File: src/sbb_pkg.sv
// Package for the serial bus byte access block: offsets, fields, timing, types
package sbb_pkg;
    // Register offsets in configuration space
    localparam logic [7:0] OFF_BYTE_VALUE = 8'hb0;
    localparam logic [7:0] OFF_BYTE_OFFSET = 8'hb1;
    localparam logic [7:0] OFF_TARGET_SELECT = 8'hb2;
    localparam logic [7:0] OFF_CTRL_STATUS = 8'hb3;
    // Control/status field positions
    localparam int CS_SHORT_BIT = 7;
    localparam int CS_BUSY_BIT = 5;
    localparam int CS_TEST_BIT = 2;
    localparam int CS_FAULT_BIT = 1;
    // Reset value and the byte shifted out while reading
    localparam logic [7:0] REG_RESET = 8'h00;
    localparam logic [7:0] IDLE_BYTE = 8'hff;
    // Serial clock timing, one bit is four quarter phases
    localparam int CLK_HZ = 50_000_000;
    localparam int SCL_NORM_HZ = 100_000;
    localparam int SCL_TEST_HZ = 400_000;
    localparam logic [7:0] QTR_NORM_CYC = 8'(CLK_HZ / (4 * SCL_NORM_HZ));
    localparam logic [7:0] QTR_TEST_CYC = 8'(CLK_HZ / (4 * SCL_TEST_HZ));
    localparam logic [1:0] Q_LAST = 2'h3;
    localparam logic [1:0] Q_SAMPLE = 2'h2;
    localparam logic [3:0] ACK_SLOT = 4'h8;
    // Engine states
    typedef enum logic [1:0] {SBB_IDLE, SBB_START, SBB_BIT, SBB_STOP} sbb_fsm_e;
    // Byte phases of a frame
    typedef enum logic [2:0] {PH_ADDR_W, PH_OFFSET, PH_DATA, PH_ADDR_R, PH_READ} sbb_phase_e;
    // Configuration access from the host
    typedef struct packed {
        logic wr;
        logic rd;
        logic [7:0] addr;
        logic [7:0] wdata;
    } sbb_cfg_req_s;
    // Whole state of the engine and register file
    typedef struct packed {
        sbb_fsm_e fsm;
        sbb_phase_e phase;
        logic [1:0] q;
        logic [3:0] bitn;
        logic [7:0] div;
        logic [7:0] shreg;
        logic sda_low;
        logic scl_low;
        logic [7:0] byte_value;
        logic [7:0] byte_offset;
        logic [7:0] target_select;
        logic short_sel;
        logic test_fast;
        logic busy;
        logic fault;
        logic [7:0] rdata;
    } sbb_state_s;
endpackage

File: src/sbb_sync2.sv
// Two flip-flop synchroniser for pin levels
`timescale 1ns/1ps
module sbb_sync2 #(
    parameter int W = 2
) (
    // Clock and reset
    input wire logic core_clk,
    input wire logic rst,
    // Asynchronous level in, synchronised level out
    input wire logic [W-1:0] async_in,
    output logic [W-1:0] sync_out
);
    // Both stages held in one state word
    typedef struct packed {
        logic [W-1:0] stage1;
        logic [W-1:0] stage2;
    } sbb_sync_s;

    sbb_sync_s st_ff; // Registered stages
    sbb_sync_s nxt_st; // Next value

    // First stage feeds only the second stage
    always_comb begin
        nxt_st = st_ff;
        nxt_st.stage1 = async_in;
        nxt_st.stage2 = st_ff.stage1;
    end

    // Lines idle high after reset
    always_ff @(posedge core_clk or posedge rst) begin
        if (rst) begin
            st_ff <= '1;
        end else begin
            st_ff <= nxt_st;
        end
    end

    assign sync_out = st_ff.stage2;
endmodule // sbb_sync2

File: src/sbb_serial_byte.sv
// Serial bus byte access engine with its configuration registers
`timescale 1ns/1ps
module sbb_serial_byte (
    // Clock and resets
    input wire logic core_clk,
    input wire logic rst,
    input wire logic soft_rst,
    // Configuration access
    input wire sbb_pkg::sbb_cfg_req_s cfg_req,
    output logic [7:0] cfg_rdata,
    // Status
    output logic request_in_progress,
    // Serial clock pin
    input wire logic scl_i,
    output logic scl_o,
    output logic scl_oe,
    // Serial data pin
    input wire logic sda_i,
    output logic sda_o,
    output logic sda_oe
);
    import sbb_pkg::*;

    sbb_state_s s_ff; // Registered state
    sbb_state_s nxt_s; // Next state
    logic [1:0] pins_sync; // Synchronised scl, sda
    logic scl_s; // Sampled clock line
    logic sda_s; // Sampled data line
    logic tick; // Quarter phase enable
    logic adv; // Quarter phase advance after stretch check

    // Byte to shift out for a phase
    function automatic logic [7:0] byte_for(input sbb_phase_e ph, input sbb_state_s st);
        logic [7:0] b;
        b = IDLE_BYTE;
        unique case (ph)
            PH_ADDR_W: b = {st.target_select[7:1], 1'b0};
            PH_ADDR_R: b = {st.target_select[7:1], 1'b1};
            PH_OFFSET: b = st.byte_offset;
            PH_DATA: b = st.byte_value;
            PH_READ: b = IDLE_BYTE;
        endcase
        return b;
    endfunction

    // Pins pass two flip-flops first
    sbb_sync2 #(.W(2)) u_sync (
        .core_clk(core_clk),
        .rst(rst),
        .async_in({scl_i, sda_i}),
        .sync_out(pins_sync)
    );
    assign scl_s = pins_sync[1];
    assign sda_s = pins_sync[0];

    // Divider and clock stretch hold
    assign tick = (s_ff.div == (s_ff.test_fast ? QTR_TEST_CYC : QTR_NORM_CYC) - 8'h01);
    assign adv = tick && (s_ff.scl_low || scl_s);

    // Next state: register access first, then the engine
    always_comb begin
        nxt_s = s_ff;
        nxt_s.div = tick ? 8'h00 : s_ff.div + 8'h01;
        // Register reads return a flopped byte
        if (cfg_req.rd) begin
            unique case (cfg_req.addr)
                OFF_BYTE_VALUE: nxt_s.rdata = s_ff.byte_value;
                OFF_BYTE_OFFSET: nxt_s.rdata = s_ff.byte_offset;
                OFF_TARGET_SELECT: nxt_s.rdata = s_ff.target_select;
                OFF_CTRL_STATUS: begin
                    nxt_s.rdata = REG_RESET;
                    nxt_s.rdata[CS_SHORT_BIT] = s_ff.short_sel;
                    nxt_s.rdata[CS_BUSY_BIT] = s_ff.busy;
                    nxt_s.rdata[CS_TEST_BIT] = s_ff.test_fast;
                    nxt_s.rdata[CS_FAULT_BIT] = s_ff.fault;
                end
                default: nxt_s.rdata = REG_RESET;
            endcase
        end
        // Register writes; transfer registers frozen while busy
        if (cfg_req.wr) begin
            unique case (cfg_req.addr)
                OFF_BYTE_VALUE: if (!s_ff.busy) nxt_s.byte_value = cfg_req.wdata;
                OFF_BYTE_OFFSET: if (!s_ff.busy) nxt_s.byte_offset = cfg_req.wdata;
                OFF_TARGET_SELECT: begin
                    if (!s_ff.busy && !soft_rst) begin
                        // Launch the transfer
                        nxt_s.target_select = cfg_req.wdata;
                        nxt_s.busy = 1'b1;
                        nxt_s.fsm = SBB_START;
                        nxt_s.q = 2'h0;
                        nxt_s.div = 8'h00;
                        nxt_s.phase = (s_ff.short_sel && cfg_req.wdata[0]) ? PH_ADDR_R : PH_ADDR_W;
                    end
                end
                OFF_CTRL_STATUS: begin
                    nxt_s.short_sel = cfg_req.wdata[CS_SHORT_BIT];
                    nxt_s.test_fast = cfg_req.wdata[CS_TEST_BIT];
                    if (cfg_req.wdata[CS_FAULT_BIT]) nxt_s.fault = 1'b0;
                end
                default: ;
            endcase
        end
        // Bit engine, one step per quarter phase
        if (adv) begin
            unique case (s_ff.fsm)
                SBB_IDLE: ;
                SBB_START: begin
                    // Start or repeated start
                    unique case (s_ff.q)
                        2'h0: nxt_s.sda_low = 1'b0;
                        2'h1: nxt_s.scl_low = 1'b0;
                        2'h2: nxt_s.sda_low = 1'b1;
                        2'h3: begin
                            nxt_s.scl_low = 1'b1;
                            nxt_s.fsm = SBB_BIT;
                            nxt_s.bitn = 4'h0;
                            nxt_s.shreg = byte_for(s_ff.phase, s_ff);
                        end
                    endcase
                    nxt_s.q = s_ff.q + 2'h1;
                end
                SBB_BIT: begin
                    unique case (s_ff.q)
                        2'h0: nxt_s.sda_low = (s_ff.phase != PH_READ && s_ff.bitn != ACK_SLOT) && !s_ff.shreg[7];
                        2'h1: nxt_s.scl_low = 1'b0;
                        2'h2: begin
                            if (s_ff.bitn != ACK_SLOT) nxt_s.shreg = {s_ff.shreg[6:0], sda_s};
                        end
                        2'h3: begin
                            nxt_s.scl_low = 1'b1;
                            nxt_s.bitn = s_ff.bitn + 4'h1;
                        end
                    endcase
                    nxt_s.q = s_ff.q + 2'h1;
                    // Acknowledge slot closes the byte
                    if (s_ff.q == Q_SAMPLE && s_ff.bitn == ACK_SLOT && s_ff.phase != PH_READ && sda_s) begin
                        nxt_s.fault = 1'b1;
                        nxt_s.phase = PH_READ;
                    end
                    if (s_ff.q == Q_LAST && s_ff.bitn == ACK_SLOT) begin
                        nxt_s.bitn = 4'h0;
                        unique case (s_ff.phase)
                            PH_ADDR_W: nxt_s.phase = s_ff.short_sel ? PH_DATA : PH_OFFSET;
                            PH_OFFSET: begin
                                nxt_s.phase = s_ff.target_select[0] ? PH_ADDR_R : PH_DATA;
                                if (s_ff.target_select[0]) nxt_s.fsm = SBB_START;
                            end
                            PH_ADDR_R: nxt_s.phase = PH_READ;
                            PH_DATA: nxt_s.fsm = SBB_STOP;
                            PH_READ: begin
                                nxt_s.fsm = SBB_STOP;
                                if (s_ff.target_select[0] && !s_ff.fault) nxt_s.byte_value = s_ff.shreg;
                            end
                        endcase
                        if (nxt_s.fsm == SBB_BIT) nxt_s.shreg = byte_for(nxt_s.phase, s_ff);
                    end
                end
                SBB_STOP: begin
                    unique case (s_ff.q)
                        2'h0: nxt_s.sda_low = 1'b1;
                        2'h1: nxt_s.scl_low = 1'b0;
                        2'h2: nxt_s.sda_low = 1'b0;
                        2'h3: begin
                            nxt_s.fsm = SBB_IDLE;
                            nxt_s.busy = 1'b0;
                        end
                    endcase
                    nxt_s.q = s_ff.q + 2'h1;
                end
            endcase
        end
        // Secondary reset stops the engine but keeps the registers
        if (soft_rst) begin
            nxt_s.fsm = SBB_IDLE;
            nxt_s.q = 2'h0;
            nxt_s.bitn = 4'h0;
            nxt_s.sda_low = 1'b0;
            nxt_s.scl_low = 1'b0;
            nxt_s.busy = 1'b0;
        end
    end

    // State register, cleared by the global reset only
    always_ff @(posedge core_clk or posedge rst) begin
        if (rst) begin
            s_ff <= '0;
        end else begin
            s_ff <= nxt_s;
        end
    end

    // Open-drain pins pull low only
    assign scl_o = 1'b0;
    assign sda_o = 1'b0;
    assign scl_oe = s_ff.scl_low;
    assign sda_oe = s_ff.sda_low;
    assign cfg_rdata = s_ff.rdata;
    assign request_in_progress = s_ff.busy;
endmodule // sbb_serial_byte

File: config.mk
export PLATFORM = sky130hd
export DESIGN_NAME = sbb_serial_byte
export DESIGN_NICKNAME = d
export VERILOG_FILES = /design/src/sbb_pkg.sv /design/src/sbb_sync2.sv /design/src/sbb_serial_byte.sv
export SDC_FILE = /design/constraint.sdc
export NUM_CORES = 1
export LEC_CHECK = 0
export BUFFER_PORTS_ARGS = -buffer_cell sky130_fd_sc_hd__buf_2
export CAP_MARGIN = 30
export CORE_MARGIN = 2
export CORE_UTILIZATION = 25
export CTS_CLUSTER_SIZE = 20
export DETAILED_ROUTE_END_ITERATION = 6
export SYNTH_ARGS = -nofsm -noshare
export SYNTH_HDL_FRONTEND = slang
export SYNTH_HIERARCHICAL = 1
export SYNTH_SLANG_ARGS = --single-unit
File: constraint.sdc
create_clock -name core_clk -period 2.7 [get_ports core_clk]
set_input_delay 0 -clock core_clk [delete_from_list [all_inputs] [get_ports core_clk]]
set_output_delay 0 -clock core_clk [all_outputs]
set_load 0.05 [all_outputs]
* Yosys cells after proc, flatten, opt, wreduce, memory -nomap -nowiden
Index checks and enable logic that the tools add are counted.
Word-level totals: register bits 69, input bits 23, logic and storage cells 157
Operators by class: add/sub/neg operators 4, equal/unequal tests 30, muxes and demuxes 73, bitwise gates (word level) 1, reductions and logical operators 31
Operators by type and width (number):
- 8-bit 2-to-1 mux | 19
- 8-bit one-hot mux with 5 select lines | 2
- 8-bit equality test, second input constant | 4
- 8-bit one-hot mux with 4 select lines | 1
- 28-bit 2-to-1 mux | 1
- 7-bit 2-to-1 mux | 4
- 2-bit 2-to-1 mux | 13
- 8-bit one-hot mux with 2 select lines | 1
- 3-bit 2-to-1 mux | 5
- 3-bit by 2-bit equality test with 1-bit output, second input constant | 4
- 1-bit 2-to-1 mux | 12
- 4-bit 2-to-1 mux | 3
- 2-bit one-hot mux with 3 select lines | 2
- 3-bit AND reduction | 4
- 11-bit 2-to-1 mux | 1
- 2-bit equality test, second input constant | 5
- 1-bit logical AND | 10
- 10-bit 2-to-1 mux | 1
- 3-bit one-hot mux with 3 select lines | 1
- 8-bit by 1-bit adder with 8-bit output, second input constant | 1
- 8-bit equality test | 1
- 4-bit by 3-bit inequality test with 1-bit output, second input constant | 2
- 4-bit inequality test, second input constant | 2
- 4-bit one-hot mux with 2 select lines | 1
- 27 further kinds | 39

* Longest topological paths before layout
depth in word-level cells 15, depth in mapped cells 9, depth with buffers taken out 8

* Modules after synthesis
The synthesis kept the hierarchy.
By module, submodules not included:
- sbb_serial_byte | instances 1, cells each 495, area each 4418.0 um2
- sbb_sync2 | instances 1, cells each 5, area each 108.9 um2

* Least setup slack after synthesis
No wires, ideal clock.
path type register -> register, from register s_ff (netlist bit request_in_progress), to register s_ff[38] in the netlist's numbering, setup time 0.066 ns, data arrival time 2.505 ns, data required time 2.634 ns, path slack 0.130 ns, cell stages (with the launch flop) 8, path buffers 1, cell sequence dfrtp_1 -> or4b_4 -> or3_4 -> buf_6 -> a221o_1 -> or2_0 -> a21oi_1 -> o31a_1
Between the ends: word-level cells in the longest chain between the ends 15, elaborated cells on any way between the ends 25, those cells by class 5 x eq/ne; 17 x mux; 3 x reduce/logical
Ends and longest elaborated chain:
- start, declared | line sbb_serial_byte.sv:24 | sbb_state_s s_ff;
- start signal, assigned | line sbb_serial_byte.sv:189 | s_ff <= nxt_s;
- 1-bit zero test * | line sbb_serial_byte.sv:86 | if (!s_ff.busy && !soft_rst) begin
- 1-bit logical AND * | line sbb_serial_byte.sv:86
- 7-bit 2-to-1 mux * | line sbb_serial_byte.sv:86
- 7-bit 2-to-1 mux * | line sbb_serial_byte.sv:82 | unique case (cfg_req.addr)
- 7-bit 2-to-1 mux * | line sbb_serial_byte.sv:81 | if (cfg_req.wr) begin
- 3-bit 2-to-1 mux | line sbb_serial_byte.sv:137 | if (s_ff.q == Q_SAMPLE && s_ff.bitn == ACK_SLOT && s_ff.phase != PH_READ && sda_s) begin
- 3-bit one-hot mux with 3 select lines | line sbb_serial_byte.sv:143 | unique case (s_ff.phase)
- 3-bit 2-to-1 mux | line sbb_serial_byte.sv:141 | if (s_ff.q == Q_LAST && s_ff.bitn == ACK_SLOT) begin
- 3-bit 2-to-1 mux | line sbb_serial_byte.sv:106 | unique case (s_ff.fsm)
- 3-bit 2-to-1 mux | line sbb_serial_byte.sv:105 | if (adv) begin
- 3-bit equality test, or another cell as far along | line sbb_serial_byte.sv:36 | unique case (ph)
- 8-bit one-hot mux with 5 select lines | line sbb_serial_byte.sv:36
- 8-bit 2-to-1 mux * | line sbb_serial_byte.sv:156 | if (nxt_s.fsm == SBB_BIT) nxt_s.shreg = byte_for(nxt_s.phase, s_ff);
- 8-bit 2-to-1 mux * | line sbb_serial_byte.sv:141
- 8-bit one-hot mux with 2 select lines * | line sbb_serial_byte.sv:106
Every way passes the cells marked *; elsewhere a longest branch is shown, timed or not. The select of a mux whose other input is x is not followed. A chain may end at the register's enable or synchronous reset.

* Worst setup path after layout
from input port soft_rst, to register s_ff[42] in the netlist's numbering
Between the ends: word-level cells in the longest chain between the ends 15, elaborated cells on any way between the ends 25, those cells by class 5 x eq/ne; 17 x mux; 3 x reduce/logical
Ends and longest elaborated chain:
- start, declared | line sbb_serial_byte.sv:7 | input wire logic soft_rst,
- 1-bit zero test * | line sbb_serial_byte.sv:86
- 1-bit logical AND * | line sbb_serial_byte.sv:86
- 7-bit 2-to-1 mux * | line sbb_serial_byte.sv:86
- 7-bit 2-to-1 mux * | line sbb_serial_byte.sv:82
- 7-bit 2-to-1 mux * | line sbb_serial_byte.sv:81
- 3-bit 2-to-1 mux | line sbb_serial_byte.sv:137
- 3-bit one-hot mux with 3 select lines | line sbb_serial_byte.sv:143
- 3-bit 2-to-1 mux | line sbb_serial_byte.sv:141
- 3-bit 2-to-1 mux | line sbb_serial_byte.sv:106
- 3-bit 2-to-1 mux | line sbb_serial_byte.sv:105
- 3-bit equality test, or another cell as far along | line sbb_serial_byte.sv:36
- 8-bit one-hot mux with 5 select lines | line sbb_serial_byte.sv:36
- 8-bit 2-to-1 mux * | line sbb_serial_byte.sv:156
- 8-bit 2-to-1 mux * | line sbb_serial_byte.sv:141
- 8-bit one-hot mux with 2 select lines * | line sbb_serial_byte.sv:106
Marked as above.

==> flow_summary.yaml <==
finish:
  layout-drive-gt1-share_pct: 20.7
  fillerInstances: 1866
  antenna_cells: 0
  final_util_pct: 30.5
  synthToLayoutAreaGrowth_pct: 20.1
  fin_nets: 579
cts:
  clk_pin_slew_ns: 0.06
  cts_tree: "yes"
  clock_path_buffers: 2
  cts_buffers: 9
  h-tree-depth: 3
  post_cts_buffers: 0
  insertion_delay_ns: 0.35
  root_buffer: "clkbuf_16"
  cts_num_sinks: 69
route:
  remaining_drc_errors: 0
  routed_wl_mm: 13.2
  vias_per_cell: 5.06
  drt-pass1-iter-count: 7
  vias: 3942
  wire_per_inst_microns: 16.9
  drtIter0Drc: 274
  detail-route-antenna-nets: 0
yosys:
  ys_warn_count: 6
  netlist_area_sq_mm: 0.00453
  ys_seq_elements: 69
  synth_top_area_share_pct: 35.9
  synth_area_leaders: "dfrtp_1 36%, nand2_1 5.1%, mux2_2 4.0%, a21oi_1 3.8%, mux2i_1 3.8%"
  netlist_instances: 500
  synth_top_area_cell: "dfrtp_1"
  synth_area_per_cell_sq_um: 9.05
  ys_top_cells_by_count: "65 x dfrtp_1, 62 x nand2_1, 34 x a21oi_1, 34 x nor2_1, 22 x inv_1"
  synth_edf_count: 0
  seq_area_frac_synth_pct: 38.3
  yosysMostFrequentCell: "dfrtp_1"
  async_flop_share_pct: 100
  synth-main-ff-cell: "dfrtp_1"
  yosys.cell_types.count: 66
timing:
  slew_viol_final: 0
  setup_viol: 0
  slew_headroom_pct: 52.4
  fmax_ghz: 0.392
  tns_ns: 0
  finalHoldViolCount: 0
  grt_setup_unrepaired: "no"
  tightest_slew_ns: 0.713
  timing.hold.ws_ns: 0.0696
  setup_ws_ns: 0.150
  clock_skew_ns: 0.0111
  fin_crit_sh_pct: 94.4
  fin_crit_ns: 2.55
worst_setup_path:
  crit_path_max_fanout: 12
  cp.required_ns: 2.96
  startpoint_type: "primary input"
  arrival_ns: 2.81
  reg2reg_depth: 6
  endpoint_kind: "flip-flop"
  path_class: "primary input to flip-flop"
placement:
  port_buffers: 33
  hpwl_mm: 9.33
  dpl_worst_slack_ns: 0.209
  place_congestion: 0.874
floorplan:
  boundaryPins: 36
  start_util_pct: 25.4
  die_w_microns: 139
  rows: 49
  die_h_microns: 139
  core_sq_mm: 0.0178
  dieArea_sq_mm: 0.0192
pwr:
  swShare_pct: 27.4
  max-vdd-ir-drop_v: 0.000337
  power.switching_mw: 0.796
  pwr-share-clk_pct: 44.9
  powerDensity_mw_per_mm2: 534
  pwr-share-comb_pct: 13.3
  power_frac_seq_pct: 41.8
  p_int_mw: 2.11
  p_leak_nw: 2.18
hold_path:
  min_path_type: "primary input to flip-flop"
  worstHoldPathCells: 5
global_route:
  antenna_found_initial: 0
  grt_pass1_wl_mm: 21.6
  grt_max_degree: 32
  grt_usage_pct: 14.1
  overflow: 0
  grt_pass1_vias: 3933
job:
  drv_cap: 0
run_status:
  status: "complete, no violations"
## sequential cells by signal, summed over array words and instances (netlist names)
name	cells
u_sync/nxt_st	2
cfg_rdata	8
request_in_progress	1
sda_oe	1
scl_oe	1
u_sync/sync_out	2
s_ff	54
## critical path, cell delays in order
cell and delay (ns):
dlygate4sd3_1 0.53, buf_2 0.21, or4b_4 0.58, or3_4 0.45, a311o_1 0.39, nand2_1 0.26, o32ai_1 0.15, a41oi_1 0.24
## per-layer routing
metal	share of wire [%]	GRT usage [%]	vias to the layer above
met1	48	19.7	1890
met4	1.4	4.35	0
met3	6.6	3.87	16
met2	44	21.2	130
li1	-	-	1906
met5	0	0	-
## path summary, 6_finish.rpt
check                                         startpoint                            to  slack, ns
max                                             soft_rst          s_ff[42]$_DFFE_PP0P_       0.15
min                                          cfg_req[12]      cfg_rdata[2]$_DFFE_PP0P_       0.07
min in group asynchronous                            rst    u_sync/nxt_st[0]$_DFF_PP1_       0.30
max reg2reg                request_in_progress$_DFF_PP0_          s_ff[42]$_DFFE_PP0P_       0.18
min reg2reg                   u_sync/nxt_st[0]$_DFF_PP1_  u_sync/sync_out[0]$_DFF_PP1_       0.35
max in group asynchronous                            rst          s_ff[13]$_DFFE_PP0P_       1.64
## power by group through the flow
stage          combinational [mW]  clock, mW  sequential [mW]
2_1_floorplan               0.280          0             1.20
3_3_place_gp                0.361          0             1.22
3_5_place_dp                0.367          0             1.22
4_1_cts                     0.385       1.34             1.21
5_1_grt                     0.433       1.38             1.23
6_report                    0.386       1.30             1.21
## cells by family after synthesis
| logic type | share of synthesized area, % |
|---|---|
| XOR/XNOR | 1.55 |
| multiplexers | 9.73 |
| flip-flops | 38.3 |
| buffers and inverters | 6.22 |
| AO/OA/AOI/OAI | 19.3 |
| other | 0.0828 |
| adder cells (fa/ha/maj) | 3.04 |
| AND/OR/NAND/NOR | 21.9 |
## timing repair
item,CTS,global route
hold endpoints to repair,62,0
gates resized for setup,0,2
setup endpoints to repair,0,12
hold buffers,13,0
## area by class of cell
cell class                      instances  area (sq um)  share of cell area (%)
Timing Repair Buffer                   71           483                    8.88
Clock buffer                            9           225                    4.14
Multi-Input combinational cell        372          2530                    46.5
Inverter                               22          82.6                    1.52
Sequential cell                        69          1730                    31.9
Tap cell                              229           287                    5.27
Clock inverter                          7          97.6                    1.80
## cell usage in the layout, fill, tap and decap left out, types with 9 or more instances in the layout
cell type	n
a21oi_1	34
a31oi_1	9
buf_2	33
buf_4	25
clkbuf_16	9
dfrtp_1	65
dlygate4sd3_1	13
ha_1	11
inv_1	21
mux2_2	16
mux2i_1	17
nand2_1	62
nand3_1	17
nor2_1	34
nor2b_1	17
o21ai_0	19
o2bb2ai_1	11
## through the flow
stage	instance area, sq um	instances	power [mW]
6_report	5440	779	2.90
5_1_grt	5440	779	3.03
4_1_cts	5420	779	2.93
3_5_place_dp	4970	750	1.59
3_3_place_gp	4970	750	1.58
2_1_floorplan	4530	501	1.48
No activity file was read; power rests on OpenSTA's default activity.
